**src/servo_brake_defines.svh**
```systemverilog
// Constants of the servo brake sequencer
`ifndef SERVO_BRAKE_DEFINES_SVH
`define SERVO_BRAKE_DEFINES_SVH

`define CLK_HZ 10000000
`define TICK_MS 10
`define TICK_CYCLES (`CLK_HZ / 1000 * `TICK_MS)

`define OFS_CTRL 8'h00
`define OFS_SOFF_DLY 8'h04
`define OFS_BRK_THR 8'h08
`define OFS_STOP_DLY 8'h0C
`define OFS_OVL_SENS 8'h10
`define OFS_STATUS 8'h14
`define OFS_IRQ_STAT 8'h18
`define OFS_IRQ_CLR 8'h1C
`define OFS_IRQ_EN 8'h20

`define CTRL_UNLOCK_BIT 0
`define CTRL_DIR_BIT 1
`define DIR_RESET 1'h1
`define SOFF_DLY_RESET 9'h000
`define SOFF_DLY_MAX 9'h1F4
`define BRK_THR_RESET 15'h03E8
`define BRK_THR_MAX 15'h7530
`define STOP_DLY_RESET 7'h32
`define STOP_DLY_MIN 7'h0A
`define STOP_DLY_MAX 7'h64
`define OVL_SENS_RESET 15'h0064
`define OVL_SENS_MIN 15'h0001
`define OVL_SENS_MAX 15'h7530
`define STATIC_SPEED 16'h00C8

`define IRQ_DISABLED 0
`define IRQ_BRAKE 1
`define IRQ_ALARM 2
`define IRQ_OVERLOAD 3
`define IRQ_REFUSED 4
`define IRQ_W 5

`endif

```
**src/servo_brake_pkg.sv**
```systemverilog
// Types of the servo brake sequencer
package servo_brake_pkg;
	typedef enum logic [1:0] {
		ST_OFF,
		ST_ON,
		ST_SOFF_WAIT,
		ST_COAST
	} seq_state_t;
endpackage

```
**src/servo_brake_sequencer.sv**
```systemverilog
// Holding brake and servo disable sequencer with APB registers
//
// Decided for this implementation: the APB slave port and the address map.
`include "servo_brake_defines.svh"
module servo_brake_sequencer #(
	parameter int TICK_CYCLES = `TICK_CYCLES
) (
	// Clock and reset
	input wire logic ref_clk_i,
	input wire logic rstn_i,
	// APB slave
	input wire logic psel_i,
	input wire logic penable_i,
	input wire logic pwrite_i,
	input wire logic [7:0] paddr_i,
	input wire logic [31:0] pwdata_i,
	output logic [31:0] prdata_o,
	output logic pready_o,
	output logic pslverr_o,
	// Drive side inputs
	input wire logic servo_on_i,
	input wire logic alarm_i,
	input wire logic overload_i,
	input wire logic signed [15:0] speed_i,
	// Motor side outputs
	output logic drive_en_o,
	output logic brake_o,
	output logic dir_ccw_o,
	output logic static_o,
	output logic overload_trip_o,
	output logic irq_o
);
	localparam int PW = $clog2(TICK_CYCLES);

	servo_brake_pkg::seq_state_t state_reg;
	logic [1:0] son_sync_reg;
	logic [1:0] alm_sync_reg;
	logic [1:0] ovl_sync_reg;
	logic unlock_reg;
	logic dir_sel_reg;
	logic [8:0] soff_dly_reg;
	logic [14:0] brk_thr_reg;
	logic [6:0] stop_dly_reg;
	logic [14:0] ovl_sens_reg;
	logic [`IRQ_W-1:0] irq_stat_reg;
	logic [`IRQ_W-1:0] irq_en_reg;
	logic [`IRQ_W-1:0] irq_ev;
	logic [`IRQ_W-1:0] irq_clr;
	logic [15:0] spd_abs;
	logic above_thr;
	logic fault;
	logic alarm_d_reg;
	logic trip_d_reg;
	logic [PW-1:0] pre_reg;
	logic tick_reg;
	logic [15:0] ovl_acc_reg;
	logic timer_start;
	logic [8:0] timer_units;
	logic timer_done;
	logic wr_en;
	logic rd_setup;
	logic refused;

	function automatic logic hit(input logic [7:0] a, input logic [7:0] ofs);
		hit = (a == ofs);
	endfunction

	function automatic logic mapped(input logic [7:0] a);
		mapped = hit(a, `OFS_CTRL) || hit(a, `OFS_SOFF_DLY) || hit(a, `OFS_BRK_THR)
			|| hit(a, `OFS_STOP_DLY) || hit(a, `OFS_OVL_SENS) || hit(a, `OFS_STATUS)
			|| hit(a, `OFS_IRQ_STAT) || hit(a, `OFS_IRQ_CLR) || hit(a, `OFS_IRQ_EN);
	endfunction

	// Pins cross in through two flops
	always_ff @(posedge ref_clk_i or negedge rstn_i) begin
		if (!rstn_i) begin
			son_sync_reg <= 2'h0;
			alm_sync_reg <= 2'h0;
			ovl_sync_reg <= 2'h0;
		end else begin
			son_sync_reg <= {son_sync_reg[0], servo_on_i};
			alm_sync_reg <= {alm_sync_reg[0], alarm_i};
			ovl_sync_reg <= {ovl_sync_reg[0], overload_i};
		end
	end

	// Speed magnitude, direction does not matter for braking
	assign spd_abs = speed_i[15] ? 16'(-speed_i) : 16'(speed_i);
	assign above_thr = spd_abs > {1'b0, brk_thr_reg};
	assign fault = alm_sync_reg[1] | overload_trip_o;

	// APB: one wait-free access, answer registered in setup
	assign rd_setup = psel_i & ~penable_i;
	assign wr_en = psel_i & penable_i & pready_o & pwrite_i & ~pslverr_o;
	assign refused = wr_en & hit(paddr_i, `OFS_OVL_SENS) & ~unlock_reg;
	assign irq_clr = (wr_en & hit(paddr_i, `OFS_IRQ_CLR)) ? pwdata_i[`IRQ_W-1:0] : '0;

	always_ff @(posedge ref_clk_i or negedge rstn_i) begin
		if (!rstn_i) begin
			pready_o <= 1'b0;
			pslverr_o <= 1'b0;
			prdata_o <= 32'h0000_0000;
		end else begin
			pready_o <= rd_setup;
			pslverr_o <= rd_setup & ~mapped(paddr_i);
			prdata_o <= 32'h0000_0000;
			if (rd_setup && !pwrite_i) begin
				case (paddr_i)
					`OFS_CTRL: prdata_o <= {30'h0, dir_sel_reg, unlock_reg};
					`OFS_SOFF_DLY: prdata_o <= {23'h0, soff_dly_reg};
					`OFS_BRK_THR: prdata_o <= {17'h0, brk_thr_reg};
					`OFS_STOP_DLY: prdata_o <= {25'h0, stop_dly_reg};
					`OFS_OVL_SENS: prdata_o <= {17'h0, ovl_sens_reg};
					`OFS_STATUS: prdata_o <= {25'h0, state_reg, son_sync_reg[1], overload_trip_o,
						brake_o, drive_en_o, static_o};
					`OFS_IRQ_STAT: prdata_o <= {27'h0, irq_stat_reg};
					`OFS_IRQ_EN: prdata_o <= {27'h0, irq_en_reg};
					default: prdata_o <= 32'h0000_0000;
				endcase
			end
		end
	end

	// Control bits
	always_ff @(posedge ref_clk_i or negedge rstn_i) begin
		if (!rstn_i) begin
			unlock_reg <= 1'b0;
			dir_sel_reg <= `DIR_RESET;
		end else if (wr_en && hit(paddr_i, `OFS_CTRL)) begin
			unlock_reg <= pwdata_i[`CTRL_UNLOCK_BIT];
			dir_sel_reg <= pwdata_i[`CTRL_DIR_BIT];
		end
	end

	// Timing settings, out-of-range writes clamp to the nearest limit
	always_ff @(posedge ref_clk_i or negedge rstn_i) begin
		if (!rstn_i) begin
			soff_dly_reg <= `SOFF_DLY_RESET;
		end else if (wr_en && hit(paddr_i, `OFS_SOFF_DLY)) begin
			soff_dly_reg <= (pwdata_i > 32'(`SOFF_DLY_MAX)) ? `SOFF_DLY_MAX : pwdata_i[8:0];
		end
	end

	always_ff @(posedge ref_clk_i or negedge rstn_i) begin
		if (!rstn_i) begin
			brk_thr_reg <= `BRK_THR_RESET;
		end else if (wr_en && hit(paddr_i, `OFS_BRK_THR)) begin
			brk_thr_reg <= (pwdata_i > 32'(`BRK_THR_MAX)) ? `BRK_THR_MAX : pwdata_i[14:0];
		end
	end

	always_ff @(posedge ref_clk_i or negedge rstn_i) begin
		if (!rstn_i) begin
			stop_dly_reg <= `STOP_DLY_RESET;
		end else if (wr_en && hit(paddr_i, `OFS_STOP_DLY)) begin
			if (pwdata_i > 32'(`STOP_DLY_MAX))
				stop_dly_reg <= `STOP_DLY_MAX;
			else if (pwdata_i < 32'(`STOP_DLY_MIN))
				stop_dly_reg <= `STOP_DLY_MIN;
			else
				stop_dly_reg <= pwdata_i[6:0];
		end
	end

	// Motor parameter group, guarded by the unlock bit
	always_ff @(posedge ref_clk_i or negedge rstn_i) begin
		if (!rstn_i) begin
			ovl_sens_reg <= `OVL_SENS_RESET;
		end else if (wr_en && hit(paddr_i, `OFS_OVL_SENS) && unlock_reg) begin
			if (pwdata_i > 32'(`OVL_SENS_MAX))
				ovl_sens_reg <= `OVL_SENS_MAX;
			else if (pwdata_i < 32'(`OVL_SENS_MIN))
				ovl_sens_reg <= `OVL_SENS_MIN;
			else
				ovl_sens_reg <= pwdata_i[14:0];
		end
	end

	// Free 10 ms tick for the overload integrator
	always_ff @(posedge ref_clk_i or negedge rstn_i) begin
		if (!rstn_i) begin
			pre_reg <= '0;
			tick_reg <= 1'b0;
		end else begin
			tick_reg <= (pre_reg == PW'(TICK_CYCLES - 1));
			pre_reg <= (pre_reg == PW'(TICK_CYCLES - 1)) ? '0 : pre_reg + PW'(1);
		end
	end

	// Overload integrates up while overloaded and bleeds off otherwise
	always_ff @(posedge ref_clk_i or negedge rstn_i) begin
		if (!rstn_i) begin
			ovl_acc_reg <= 16'h0000;
			overload_trip_o <= 1'b0;
		end else begin
			if (tick_reg) begin
				if (ovl_sync_reg[1] && ovl_acc_reg != 16'hFFFF)
					ovl_acc_reg <= ovl_acc_reg + 16'h0001;
				else if (!ovl_sync_reg[1] && ovl_acc_reg != 16'h0000)
					ovl_acc_reg <= ovl_acc_reg - 16'h0001;
			end
			// Trip holds until the integrator has fully drained
			if (ovl_acc_reg >= {1'b0, ovl_sens_reg})
				overload_trip_o <= 1'b1;
			else if (ovl_acc_reg == 16'h0000)
				overload_trip_o <= 1'b0;
		end
	end

	// Brake and disable sequence
	always_ff @(posedge ref_clk_i or negedge rstn_i) begin
		if (!rstn_i) begin
			state_reg <= servo_brake_pkg::ST_OFF;
			drive_en_o <= 1'b0;
			brake_o <= 1'b1;
		end else begin
			case (state_reg)
				servo_brake_pkg::ST_OFF: begin
					if (son_sync_reg[1] && !fault) begin
						state_reg <= servo_brake_pkg::ST_ON;
						drive_en_o <= 1'b1;
						brake_o <= 1'b0;
					end
				end
				servo_brake_pkg::ST_ON: begin
					if (fault && above_thr) begin
						state_reg <= servo_brake_pkg::ST_COAST;
						drive_en_o <= 1'b0;
					end else if (fault) begin
						state_reg <= servo_brake_pkg::ST_OFF;
						drive_en_o <= 1'b0;
						brake_o <= 1'b1;
					end else if (!son_sync_reg[1] && above_thr) begin
						state_reg <= servo_brake_pkg::ST_COAST;
						drive_en_o <= 1'b0;
					end else if (!son_sync_reg[1]) begin
						state_reg <= servo_brake_pkg::ST_SOFF_WAIT;
						brake_o <= 1'b1;
					end
				end
				servo_brake_pkg::ST_SOFF_WAIT: begin
					// Torque held against the closing brake until the delay ends or a fault arrives
					if (fault || timer_done) begin
						state_reg <= servo_brake_pkg::ST_OFF;
						drive_en_o <= 1'b0;
					end
				end
				servo_brake_pkg::ST_COAST: begin
					if (!above_thr || timer_done) begin
						state_reg <= servo_brake_pkg::ST_OFF;
						brake_o <= 1'b1;
					end
				end
				default: begin
					state_reg <= servo_brake_pkg::ST_OFF;
					drive_en_o <= 1'b0;
					brake_o <= 1'b1;
				end
			endcase
		end
	end

	// One timer serves both delays, they never overlap
	always_comb begin
		timer_start = 1'b0;
		timer_units = soff_dly_reg;
		if (state_reg == servo_brake_pkg::ST_ON && !son_sync_reg[1] && !fault && !above_thr) begin
			timer_start = 1'b1;
			timer_units = soff_dly_reg;
		end else if (state_reg == servo_brake_pkg::ST_ON && above_thr && (fault || !son_sync_reg[1])) begin
			timer_start = 1'b1;
			timer_units = {2'h0, stop_dly_reg};
		end
	end

	tick_timer #(
		.TICK_CYCLES(TICK_CYCLES),
		.W(9)
	) delay_timer (
		.ref_clk_i(ref_clk_i),
		.rstn_i(rstn_i),
		.start_i(timer_start),
		.units_i(timer_units),
		.done_o(timer_done)
	);

	// Status outputs
	always_ff @(posedge ref_clk_i or negedge rstn_i) begin
		if (!rstn_i) begin
			static_o <= 1'b1;
			dir_ccw_o <= `DIR_RESET;
		end else begin
			static_o <= spd_abs < `STATIC_SPEED;
			dir_ccw_o <= dir_sel_reg;
		end
	end

	// Sticky events, a new event beats a clear in the same cycle
	always_ff @(posedge ref_clk_i or negedge rstn_i) begin
		if (!rstn_i) begin
			alarm_d_reg <= 1'b0;
			trip_d_reg <= 1'b0;
		end else begin
			alarm_d_reg <= alm_sync_reg[1];
			trip_d_reg <= overload_trip_o;
		end
	end

	assign irq_ev[`IRQ_DISABLED] = (state_reg != servo_brake_pkg::ST_OFF) && !drive_en_o && !brake_o;
	assign irq_ev[`IRQ_BRAKE] = (state_reg == servo_brake_pkg::ST_COAST) && (!above_thr || timer_done);
	assign irq_ev[`IRQ_ALARM] = alm_sync_reg[1] & ~alarm_d_reg;
	assign irq_ev[`IRQ_OVERLOAD] = overload_trip_o & ~trip_d_reg;
	assign irq_ev[`IRQ_REFUSED] = refused;

	always_ff @(posedge ref_clk_i or negedge rstn_i) begin
		if (!rstn_i) begin
			irq_stat_reg <= '0;
			irq_en_reg <= '0;
			irq_o <= 1'b0;
		end else begin
			irq_stat_reg <= (irq_stat_reg & ~irq_clr) | irq_ev;
			if (wr_en && hit(paddr_i, `OFS_IRQ_EN))
				irq_en_reg <= pwdata_i[`IRQ_W-1:0];
			irq_o <= |(irq_stat_reg & irq_en_reg);
		end
	end
endmodule

```
**src/tick_timer.sv**
```systemverilog
// Restartable delay timer counted in 10 ms ticks
`include "servo_brake_defines.svh"
module tick_timer #(
	parameter int TICK_CYCLES = `TICK_CYCLES,
	parameter int W = 9
) (
	// Clock and reset
	input wire logic ref_clk_i,
	input wire logic rstn_i,
	// Control
	input wire logic start_i,
	input wire logic [W-1:0] units_i,
	output logic done_o
);
	localparam int PW = $clog2(TICK_CYCLES);
	logic [PW-1:0] pre_reg;
	logic [W-1:0] cnt_reg;
	logic run_reg;

	// A new start throws away any count in progress
	always_ff @(posedge ref_clk_i or negedge rstn_i) begin
		if (!rstn_i) begin
			pre_reg <= '0;
			cnt_reg <= '0;
			run_reg <= 1'b0;
			done_o <= 1'b0;
		end else if (start_i) begin
			pre_reg <= '0;
			cnt_reg <= units_i;
			run_reg <= (units_i != '0);
			done_o <= (units_i == '0);
		end else if (run_reg) begin
			if (pre_reg == PW'(TICK_CYCLES - 1)) begin
				pre_reg <= '0;
				cnt_reg <= cnt_reg - W'(1);
				if (cnt_reg <= W'(1)) begin
					run_reg <= 1'b0;
					done_o <= 1'b1;
				end
			end else begin
				pre_reg <= pre_reg + PW'(1);
			end
		end
	end
endmodule
```
**config.mk**
```make
export PLATFORM = sky130hd
export DESIGN_NAME = servo_brake_sequencer
export DESIGN_NICKNAME = d
export VERILOG_FILES = /design/src/servo_brake_pkg.sv /design/src/servo_brake_sequencer.sv /design/src/tick_timer.sv
export VERILOG_INCLUDE_DIRS = /design/src
export SDC_FILE = /design/constraint.sdc
export NUM_CORES = 1
export LEC_CHECK = 0
export BUFFER_PORTS_ARGS = -buffer_cell sky130_fd_sc_hd__clkbuf_2
export CAP_MARGIN = 5
export CORE_ASPECT_RATIO = 1.1
export CORE_MARGIN = 3
export CORE_UTILIZATION = 40
export CTS_CLUSTER_SIZE = 28
export DETAILED_ROUTE_END_ITERATION = 8
export PLACE_DENSITY_LB_ADDON = 0.2
export SLEW_MARGIN = 20
export SYNTH_ARGS = -nofsm -noshare
export SYNTH_HDL_FRONTEND = slang
export SYNTH_SLANG_ARGS = --single-unit
```
**constraint.sdc**
```tcl
create_clock -name ref_clk_i -period 5.2 [get_ports ref_clk_i]
set_input_delay 0.26 -clock ref_clk_i [delete_from_list [all_inputs] [get_ports ref_clk_i]]
set_output_delay 0.26 -clock ref_clk_i [all_outputs]
set_load 0.02 [all_outputs]
```
# == After elaboration in Yosys (flattened, before gate mapping) ==
# Index checks and enable logic that the tools add are counted.
# word_totals
regBits,170
# classes
addsub,6
bitwise_logic,22
n_mux,54
n_eq_ne,22
order_cmp,9
n_reduce_logical,60
# ops
cell,count
$pmux 15 s8,1
$mux 17,4
$mux 15,4
$mux 9,6
$mux 16,3
$add 17x1->17 const B,2
$eq 17x17->1 const B,2
$eq 8x5->1 const B,4
$gt 32x15->1 const B,1
$gt 32x7->1 const B,1
$gt 32x9->1 const B,1
$lt 32x1->1 const B,1
$lt 32x4->1 const B,1
$mux 1,23
$logic_and 1x1->1,21
$add 16x1->16 const B,1
$eq 8x4->1 const B,2
$ge 16x15->1,1
$gt 16x15->1,1
$logic_not 16->1,1
$lt 16x8->1 const B,1
$ne 16x16->1 const B,1
$neg 16->16,1
$reduce_bool 16->1,1
other kinds (35),88

# == Logic depth before layout (Yosys ltp) ==
# Gate-level depths: netlist of the first run.
# depth
depth_word,11
mapped_depth,17

# == Cells and area by module ==
# Synthesis of the first run repeated with hierarchy kept, for this count alone.
# hier_totals
hier_cells,1021
hier_area_um2,9441.6
# modules_own_cells
module,area_per_inst_um2,seq_area_each_um2,cells_per_inst,n_inst
servo_brake_sequencer,7857.5,3148.0,849,1
tick_timer,1584.0,700.7,172,1

# == Worst setup path before layout of the first run ==
# No wires, ideal clock.
# synth_timing
kind,register to register
startpoint,register ovl_acc_reg[0]
endpoint,register ovl_acc_reg[14]
n_path_buf,0
arrival_time_ns,4.210
stages_incl_launch_ff,12
required_time_ns,5.065
period_less_slack_ns,4.345
setup_slack_ns,0.855
cell_sequence,dfrtp_1 nand4_1 o41ai_1 ha_1 a21o_1 a21oi_1 o211a_1 o31ai_1 or4_1 a31oi_1 xor2_1 o21ai_0
# synth_between
elab_chain_cells,4
elab_cells_between_ends,10
classes_between,add/sub: 2; eq/ne: 1; mux: 2; reduce/logical: 5
# synth_rtl
item,line,source
from (decl),servo_brake_sequencer.sv:56,logic [15:0] ovl_acc_reg;
from (signal assigned),servo_brake_sequencer.sv:198,ovl_acc_reg <= ovl_acc_reg + 16'h0001;
from (signal assigned),servo_brake_sequencer.sv:200,ovl_acc_reg <= ovl_acc_reg - 16'h0001;
branches (longest 4 deep; another with $sub 16x1->16),--,
# Several ways; the timed one is not identified. The select of a mux whose other input is x is not followed.
# A chain may end at the register's enable or synchronous reset.

# == Worst setup path after layout of the first run ==
# Same ends and word-level chain as after synthesis.

==> flow_metrics.env, run 1 <==
export IMPL_status="completed"
export IMPL_drive_above_1_share_pct=16.2
export IMPL_clock_skew_ps=9.81
export IMPL_multi_input_area_um2=4970
export IMPL_relSlewSlack_pct=44.8
export IMPL_wl_met3_mm=1.03
export IMPL_drt_antenna_violating_nets=0
export IMPL_regArea_um2=3850
export IMPL_finalWeightedCongestion=0.838
export IMPL_first_pass_iters=6
export IMPL_clk_pin_slew_ps=60
export IMPL_fill_cells=2179
export IMPL_power_density_nw_per_um2=319
export IMPL_synth_top_area_share_pct=37.2
export IMPL_wl_per_cell_um=17.7
export IMPL_hp_class="in -> reg"
export IMPL_switching_power_mw=1.00
export IMPL_async_reset_ff_share_pct=100
export IMPL_synth_edf_count=0
export IMPL_min_period_over_period_pct=71.0
export IMPL_drcViolationCount=0
export IMPL_cts_root_buf="clkbuf_16"
export IMPL_clock_fmax_mhz=271
export IMPL_routed_via_density=5.58
export IMPL_final_nets=1206
export IMPL_cts_inserted_buffers=17
export IMPL_clkPwrFrac_pct=42.2
export IMPL_postPlaceCellArea_um2=9880
export IMPL_die_area_um2=24900
export IMPL_rsz0062_at_grt="no"
export IMPL_hold_path_depth=2
export IMPL_finalSetupTns_ps=0
export IMPL_post_place_ws_ps=1240
export IMPL_path_max_fanout=10
export IMPL_ys_top_cells_by_area="dfrtp_1 37%, ha_1 7.3%, dfstp_2 4.6%"
export IMPL_clk_latency_ps=430
export IMPL_maxSlewViolCount=0
export IMPL_holdPathEnd="pready_o"
export IMPL_r2r_end="ovl_acc_reg[14]"
export IMPL_netlist_instances=1005
export IMPL_fin_cells=1395
export IMPL_vias=7779
export IMPL_insertedDiodeCount=0
export IMPL_finish_instance_area_um2=10600
export IMPL_wl_met2_mm=12.3
export IMPL_syn_area_um2=9230
export IMPL_p_sw_share_pct=29.6
export IMPL_ys_seq_area_share_pct=41.7
export IMPL_endpoint_kind="flip-flop"
export IMPL_ys_types=74
export IMPL_period_minus_slack_ps=3690
export IMPL_ys_warn_count=0
export IMPL_cts_sinks=153
export IMPL_grt_max_degree=107
export IMPL_m1WireLength_mm=10.9
export IMPL_placed_cells=1358
export IMPL_fp_dieW_um=151
export IMPL_yosysTopAreaCell="dfrtp_1"
export IMPL_cts_tree="yes"
export IMPL_finalPower_mw=3.39
export IMPL_leakagePower_nw=4.67
export IMPL_setup_violations=0
export IMPL_h_tree_depth=4
export IMPL_ys_seq_elements=153
export IMPL_critPathLaunchType="flip-flop"
export IMPL_grt_first_pass_wirelength_mm=39.8
export IMPL_cts_buffer_depth=2
export IMPL_ir_worst_vdd_mv=0.193
export IMPL_syn_mean_instance_area_um2=9.18
export IMPL_num_rows=57
export IMPL_drtIter0Drc=429
export IMPL_worstPathRequired_ps=5480
export IMPL_overflow=0
export IMPL_arrival_ps=3970
export IMPL_ios=104
export IMPL_synthToLayoutAreaGrowth_pct=15.2
export IMPL_place_hpwl_mm=18.5
export IMPL_p_int_mw=2.39
export IMPL_fin_ws_ps=1510
export IMPL_core_area_um2=22400
export IMPL_r2r_cells=11
export IMPL_regToRegSetupSlack_ps=1510
export IMPL_final_hold_viol_count=0
export IMPL_track_usage_pct=20.3
export IMPL_ctsResizeCount=0
export IMPL_grt_pass1_vias=7719
export IMPL_tightestPinTransition_ps=827
export IMPL_rr_startpoint="ovl_acc_reg[0]"
export IMPL_drt_wl_total_mm=24.7
export IMPL_crit_type="reg -> reg"
export IMPL_max_cap_viol_count=0
export IMPL_power_frac_comb_pct=19.0
export IMPL_synth_ff_type="dfrtp_1"
export IMPL_p_seq_share_pct=38.8
export IMPL_top_layer="met4"
export IMPL_antenna_found_initial=0
export IMPL_portBuffers=86
export IMPL_initial_core_util_pct=41.2
export IMPL_hold_start="penable_i"
export IMPL_die_y_um=165
[critical path, cell delays in order, from the launching register on]
cell     delay (ps)
dfrtp_1         510
nand4_1         150
o41ai_2         740
buf_4           320
ha_1            290
or2_2           280
a21oi_1         200
o31ai_1         140
or4_1           440
a31oi_1         230
xor2_1          150
o21ai_0          80
[synth_stat cells (11+ instances only)]
library cell and number:
xor2_1 15, and2_1 11, a21oi_1 45, clkbuf_1 26, nand4_1 17, nor3_1 24, or3_1 12, nand2b_1 13
a22o_1 11, dfrtp_1 137, xnor2_1 27, buf_4 20, inv_1 51, nand2_1 110, o31ai_1 18, and3_1 12
nor4_1 22, mux2_2 12, o21ai_0 69, nand3_1 30, a22oi_1 18, ha_1 54, dfstp_2 16, a21o_1 13
nor2_1 79
[area by class of cell]
class,instances,share of cell area [%]
inverters,51,1.80
clock buffers,17,4.00
well taps,295,3.47
repair buffers,100,5.38
flip-flops and latches,153,36.2
multi-input cells,764,46.8
clock inverters,15,2.34
[stage by stage]
stage	hold WS (ps)	utilization [%]
6_report	27.5	47.5
2_1_floorplan	-35.6	-
3_5_place_dp	336	44.1
3_3_place_gp	339	44.1
5_1_grt	22.6	47.5
4_1_cts	11.7	47.3
[power by group through the flow]
stage	Sequential, mW	Combinational, mW	Clock, mW
2_1_floorplan	1.32	0.471	0
3_3_place_gp	1.34	0.638	0
3_5_place_dp	1.34	0.640	0
4_1_cts	1.32	0.644	1.46
5_1_grt	1.33	0.730	1.51
6_report	1.32	0.644	1.43
[cell families (layout without fill, tap and decap cells)]
group	count (synthesis)	in the layout	share of synthesized area, %
muxes	21	21	2.44
and+or+nand+nor	374	374	20.6
DFF	153	153	41.7
xor gates and xnor gates	42	42	3.99
AOI/OAI and AO/OA	255	255	18.5
buffers and inverters	104	183	5.13
other	1	17	0.0406
adders and majority gates	55	55	7.54
[how the worst max path moves through the flow]
stage / start / to / slack, ps / cells after the start
after floorplan: ovl_acc_reg[0] / ovl_acc_reg[14] / 850 / 11
after global placement: speed_i[1] / delay_timer.cnt_reg[6] / 1280 / 15
after detailed placement: speed_i[1] / delay_timer.run_reg / 1240 / 14
after CTS: ovl_acc_reg[8] / ovl_acc_reg[14] / 1500 / 11
after global routing: ovl_acc_reg[0] / ovl_acc_reg[14] / 1240 / 11
final: ovl_acc_reg[0] / ovl_acc_reg[14] / 1510 / 11
[routing by layer]
layer  global-route usage (%)  up-vias
met5                        0        -
met4                     6.76        0
met3                     3.52       36
met2                     34.8      157
met1                     25.9     3775
li1                         -     3811
[timing repair]
| item | CTS | global route |
|---|---|---|
| endpoints found under the hold margin | 3 | 42 |
| hold buffers | 3 | 1 |
| buffers inserted | 0 | 0 |
[cells in the final DEF, fill, tap and decap left out, drive strengths merged, types with 7 or more instances in the layout]
| cell type | instances |
|---|---|
| dfrtp | 137 |
| nand2 | 111 |
| clkbuf | 102 |
| nor2 | 79 |
| o21ai | 70 |
| ha | 54 |
| inv | 52 |
| a21oi | 46 |
| nand3 | 30 |
| xnor2 | 27 |
| nor4 | 27 |
| nor3 | 25 |
| o31ai | 18 |
| a22oi | 18 |
| nand4 | 17 |
| conb | 17 |
| dfstp | 16 |
| xor2 | 15 |
| nand2b | 14 |
| a21o | 13 |
| or3 | 12 |
| and3 | 12 |
| mux2 | 12 |
| and2 | 11 |
| a22o | 11 |
| or4 | 11 |
| buf | 11 |
| a31oi | 10 |
| a211oi | 10 |
| mux2i | 9 |
| nor2b | 8 |
| a222oi | 7 |
(Power assumes the default switching activity.)
==> run 2: changes to the inputs <==
clock period = 3.41 ns   (was 5.2 ns; I/O delays follow)
==> run 2 against run 1 <==
Compared with the run above:
- register-to-register slack worse by 1300 ps
- non-clock buffer count up 63
- global-route usage up 0.30 points
- via count up 4.9%
- design area up 4.6%
- sequential share of layout area down 1.6 points
- fmax up 15%
- clock power up 36%
- clock skew down 0.90 ps
- count of clock-buffer cells in the layout up 1
- die area unchanged
- first-iteration DRC count up 35%
- critical path type unchanged
- largest cell class unchanged
==> flow_metrics.env, run 2 (synthesized netlist as in run 1, its figures left out) <==
export IMPL_p_int_mw=3.50
export IMPL_vias=8160
export IMPL_maxSlewViolCount=0
export IMPL_max_cap_viol_count=0
export IMPL_tightestPinTransition_ps=902
export IMPL_fin_cells=1458
export IMPL_hold_ws_ps=32.1
export IMPL_overflow=0
export IMPL_final_nets=1269
export IMPL_clk_pin_slew_ps=60
export IMPL_power_density_nw_per_um2=456
export IMPL_first_pass_iters=8
export IMPL_fin_ws_ps=202
export IMPL_path_max_fanout=11
export IMPL_portBuffers=86
export IMPL_cts_tree="yes"
export IMPL_switching_power_mw=1.57
export IMPL_critPathTopFamily="compound AO/OA/AOI/OAI gates"
export IMPL_cp_slowest_cell="dfrtp_1"
export IMPL_fp_dieW_um=151
export IMPL_synthToLayoutAreaGrowth_pct=20.5
export IMPL_place_hpwl_mm=19.2
export IMPL_die_y_um=165
export IMPL_worst_path_buf_inv=2
export IMPL_wl_per_cell_um=17.2
export IMPL_final_cell_mix="137 x dfrtp_1, 109 x nand2_1, 85 x clkbuf_2"
export IMPL_cts_root_buf="clkbuf_16"
export IMPL_track_usage_pct=20.6
export IMPL_post_place_ws_ps=-267
export IMPL_drt_wl_total_mm=25.1
export IMPL_finalSetupTns_ps=0
export IMPL_crit_chain="nand4_1, o41ai_4, buf_4, buf_6, ha_1, or2_2, a21oi_1, o31ai_1, or4_1, a31oi_1, xor2_1, o21ai_0"
export IMPL_crit_type="reg -> reg"
export IMPL_antenna_found_initial=0
export IMPL_regToRegSetupSlack_ps=200
export IMPL_finalPower_mw=5.07
export IMPL_status="completed"
export IMPL_drt_antenna_violating_nets=0
export IMPL_power_frac_comb_pct=22.0
export IMPL_setup_violations=0
export IMPL_drtIter0Drc=581
export IMPL_cts_sinks=153
export IMPL_die_area_um2=24900
export IMPL_insertedDiodeCount=0
export IMPL_cts_buffer_depth=2
export IMPL_ir_worst_vdd_mv=0.307
export IMPL_clock_fmax_mhz=312
export IMPL_grt_max_degree=93
export IMPL_finalWeightedCongestion=0.863
export IMPL_final_hold_viol_count=0
export IMPL_h_tree_depth=4
export IMPL_relSlewSlack_pct=39.9
export IMPL_endpoint_kind="flip-flop"
export IMPL_cts_inserted_buffers=17
export IMPL_p_sw_share_pct=31.0
export IMPL_ios=104
export IMPL_clk_latency_ps=440
export IMPL_leakagePower_nw=4.98
export IMPL_grt_first_pass_wirelength_mm=40.8
export IMPL_routed_via_density=5.60
export IMPL_max_stage_delay_ps=440
export IMPL_rsz0062_at_grt="no"
export IMPL_initial_core_util_pct=41.2
export IMPL_critPathLaunchType="flip-flop"
export IMPL_fill_cells=2129
export IMPL_final_common_cell="dfrtp_1"
export IMPL_core_area_um2=22400
export IMPL_num_rows=57
export IMPL_drive_above_1_share_pct=21.3
export IMPL_min_period_over_period_pct=94.1
export IMPL_arrival_ps=3510
export IMPL_period_minus_slack_ps=3210
export IMPL_worstPathRequired_ps=3720
export IMPL_p_seq_share_pct=39.8
export IMPL_placed_cells=1418
export IMPL_grt_pass1_vias=8002
export IMPL_clock_skew_ps=8.91
export IMPL_clkPwrFrac_pct=38.2
export IMPL_drcViolationCount=0
export IMPL_hp_class="in -> reg"
==> run 2: cell count changes in the layout (fill, tap and decap cells not counted), sizes merged <==
cell,previous run,this run
buf,11,72
dlygate4sd3,4,6
bufinv,6,2
clkinv,6,4
inv,52,57
clkbuf,102,103
==> run 2: final timing paths <==
| check | start | to | cells after the start |
|---|---|---|---|
| max reg2reg | ovl_acc_reg[14] | ovl_acc_reg[14] | 12 |
| min in group asynchronous | rstn_i | brk_thr_reg[10] | 2 |
| max in group asynchronous | rstn_i | delay_timer.cnt_reg[1] | 3 |
| max | ovl_acc_reg[14] | ovl_acc_reg[14] | 12 |
| min | pwdata_i[9] | brk_thr_reg[9] | 3 |
| min reg2reg | son_sync_reg[0] | son_sync_reg[1] | 0 |
==> run 2: cell type report <==
| type | count | area [um2] | area share, % |
|---|---|---|---|
| multi-input cells | 764 | 5040 | 45.4 |
| flip-flops and latches | 153 | 3850 | 34.6 |
| repair buffers | 163 | 1070 | 9.59 |
| clock buffers | 18 | 439 | 3.95 |
| well taps | 295 | 369 | 3.32 |
| inverters | 51 | 191 | 1.72 |
| clock inverters | 14 | 161 | 1.45 |
==> run 2: repair_timing <==
action,CTS,global route
endpoints found under the hold margin,78,0
resized for setup,0,14
buffers inserted,0,2
endpoints found under the setup margin,0,28
hold buffers,6,0
==> run 2: stage by stage <==
step	utilization, %	instance area, um2
floorplan	-	9310
global placement	46.3	10400
detailed placement	46.3	10400
CTS	49.3	11000
global route	49.7	11100
finish	49.7	11100
==> run 2: power by group through the flow <==
stage          sequential, mW  combinational (mW)  clock (mW)
2_1_floorplan            2.01               0.723           0
4_1_cts                  2.01                1.09        1.97
5_1_grt                  2.03                1.26        2.06
6_report                 2.02                1.12        1.94
3_5_place_dp             2.04                1.08           0
3_3_place_gp             2.04                1.07           0
==> run 2: tightest hold or removal path: stages <==
cell and delay [ps]:
clkbuf_2 140, nand2_1 80, o22ai_1 70
==> run 2: per-layer routing <==
layer / share of wire, % / GRT usage [%] / wire length, um / vias to the layer above
li1: - / - / - / 3940
met2: 48 / 33.5 / 12100 / 219
met3: 4.8 / 3.44 / 1220 / 50
met4: 2.6 / 7.79 / 658 / 0
met1: 44 / 27.6 / 11100 / 3951
met5: 0 / 0 / 0 / -
==> run 3: changes to the inputs <==
CORE_UTILIZATION = 30   (was 40)
==> run 3 against run 2 <==
Compared with the run above:
- first-iteration DRC count up 0.17%
- clock power about the same
- worst setup slack got worse by 19 ps
- count of clock-buffer cells in the layout unchanged
- fmax down 0.59%
- highest routed layer unchanged
==> flow_metrics.env, run 3 (synthesized netlist as in run 1, its figures left out) <==
export IMPL_status="completed"
export IMPL_cts_tree="yes"
export IMPL_maxSlewViolCount=0
export IMPL_clock_fmax_mhz=310
export IMPL_ios=104
export IMPL_die_area_um2=32900
export IMPL_h_tree_depth=4
export IMPL_startpoint="speed_i[0]"
export IMPL_clock_skew_ps=11.1
export IMPL_core_area_um2=29900
export IMPL_clkPwrFrac_pct=38.4
export IMPL_relSlewSlack_pct=41.2
export IMPL_worstPathRequired_ps=3720
export IMPL_period_minus_slack_ps=3230
export IMPL_drive_above_1_share_pct=21.4
export IMPL_arrival_ps=3540
export IMPL_rr_startpoint="ovl_acc_reg[7]"
export IMPL_crit_type="in -> reg"
export IMPL_endpoint="delay_timer.cnt_reg[6]"
export IMPL_setup_violations=0
export IMPL_fp_dieW_um=173
export IMPL_regToRegSetupSlack_ps=320
export IMPL_r2r_cells=12
export IMPL_drtIter0Drc=582
export IMPL_drt_wl_total_mm=27.4
export IMPL_fill_cells=3101
export IMPL_final_hold_viol_count=0
export IMPL_finalPower_mw=5.12
export IMPL_place_hpwl_mm=20.8
export IMPL_hp_class="in -> reg"
export IMPL_r2r_end="ovl_acc_reg[15]"
export IMPL_insertedDiodeCount=0
export IMPL_finalSetupTns_ps=0
export IMPL_critPathLaunchType="input pin"
export IMPL_portBuffers=86
export IMPL_power_frac_comb_pct=22.0
export IMPL_cts_root_buf="clkbuf_16"
export IMPL_cts_inserted_buffers=17
export IMPL_ir_worst_vdd_mv=0.285
export IMPL_wl_per_cell_um=17.4
export IMPL_final_util_pct=37.5
export IMPL_final_cell_mix="137 x dfrtp_1, 110 x nand2_1, 85 x clkbuf_2"
export IMPL_clk_latency_ps=430
export IMPL_max_cap_viol_count=0
export IMPL_overflow=0
export IMPL_path_max_fanout=7
export IMPL_num_rows=66
export IMPL_grt_first_pass_wirelength_mm=44.2
export IMPL_routed_via_density=5.12
export IMPL_initial_core_util_pct=30.9
export IMPL_antenna_found_initial=0
export IMPL_leakagePower_nw=4.97
export IMPL_track_usage_pct=16.9
export IMPL_final_common_cell="dfrtp_1"
export IMPL_cts_buffer_depth=2
export IMPL_min_period_over_period_pct=94.6
export IMPL_p_int_mw=3.49
export IMPL_power_density_nw_per_um2=456
export IMPL_placed_cells=1531
export IMPL_p_seq_share_pct=39.6
export IMPL_finalWeightedCongestion=0.865
export IMPL_first_pass_iters=5
export IMPL_cts_sinks=153
export IMPL_final_nets=1267
export IMPL_synthToLayoutAreaGrowth_pct=21.6
export IMPL_clk_pin_slew_ps=60
export IMPL_switching_power_mw=1.63
export IMPL_grt_pass1_vias=8047
export IMPL_drt_antenna_violating_nets=0
export IMPL_die_y_um=190
export IMPL_p_sw_share_pct=31.8
export IMPL_tightestPinTransition_ps=875
export IMPL_endpoint_kind="flip-flop"
export IMPL_drcViolationCount=0
export IMPL_vias=8030
export IMPL_grt_max_degree=81
export IMPL_fin_cells=1569
export IMPL_hold_ws_ps=37.8
## run 3: critical path, stage by stage
cell,delay [ps]
clkbuf_2,90
buf_4,120
inv_1,70
ha_1,160
nand2b_1,70
nand2b_1,240
o41ai_1,360
xnor2_1,230
ha_1,310
a21oi_1,150
o221ai_1,160
a211o_1,310
o211a_2,320
buf_4,190
nor3_1,220
a21oi_1,70
a221o_1,290
## run 3: layout make-up
| type | count | area [um2] | area share [%] |
|---|---|---|---|
| clock buffer | 18 | 439 | 3.91 |
| clock inverter | 14 | 160 | 1.43 |
| inverter | 51 | 191 | 1.71 |
| multi-input combinational | 764 | 5030 | 44.8 |
| sequential | 153 | 3850 | 34.3 |
| tap | 408 | 510 | 4.55 |
| timing repair buffer | 161 | 1040 | 9.25 |
## run 3: through the flow
step / cell area [um2] / setup WS (ps)
2_1_floorplan: 9310 / -4.25
3_3_place_gp: 10500 / -401
3_5_place_dp: 10500 / -361
4_1_cts: 11200 / 65.5
5_1_grt: 11200 / -3.70
6_report: 11200 / 183
## run 3: worst min path at each step
stage	from	end	slack [ps]	depth (start not counted)
floorplan	rstn_i	alarm_d_reg	-130	0
global placement	rstn_i	delay_timer.pre_reg[9]	280	1
detailed placement	rstn_i	delay_timer.pre_reg[9]	280	1
CTS	psel_i	pready_o	30	2
global route	psel_i	pready_o	60	2
finish	pwdata_i[9]	brk_thr_reg[9]	40	3
## run 3: power by group through the flow
stage	clock (mW)	sequential [mW]	combinational [mW]
after global placement	0	2.05	1.09
after global routing	2.10	2.03	1.25
after detailed placement	0	2.05	1.10
after floorplan	0	2.01	0.723
final	1.97	2.02	1.13
after CTS	2.01	2.02	1.11
## run 3: what timing repair did
item / 4_1_cts / 5_1_grt
buffers inserted: 0 / 1
hold buffers: 5 / 0
hold endpoints to repair: 79 / 0
setup endpoints to repair: 0 / 32
resized for setup: 0 / 11
## run 3: metal layers
| layer | global-route usage [%] | routed length, um | part of all wire [%] |
|---|---|---|---|
| met1 | 23.0 | 12900 | 47 |
| met2 | 27.0 | 12600 | 46 |
| met3 | 2.87 | 898 | 3.3 |
| met4 | 6.71 | 962 | 3.5 |
| met5 | 0 | 0 | 0 |
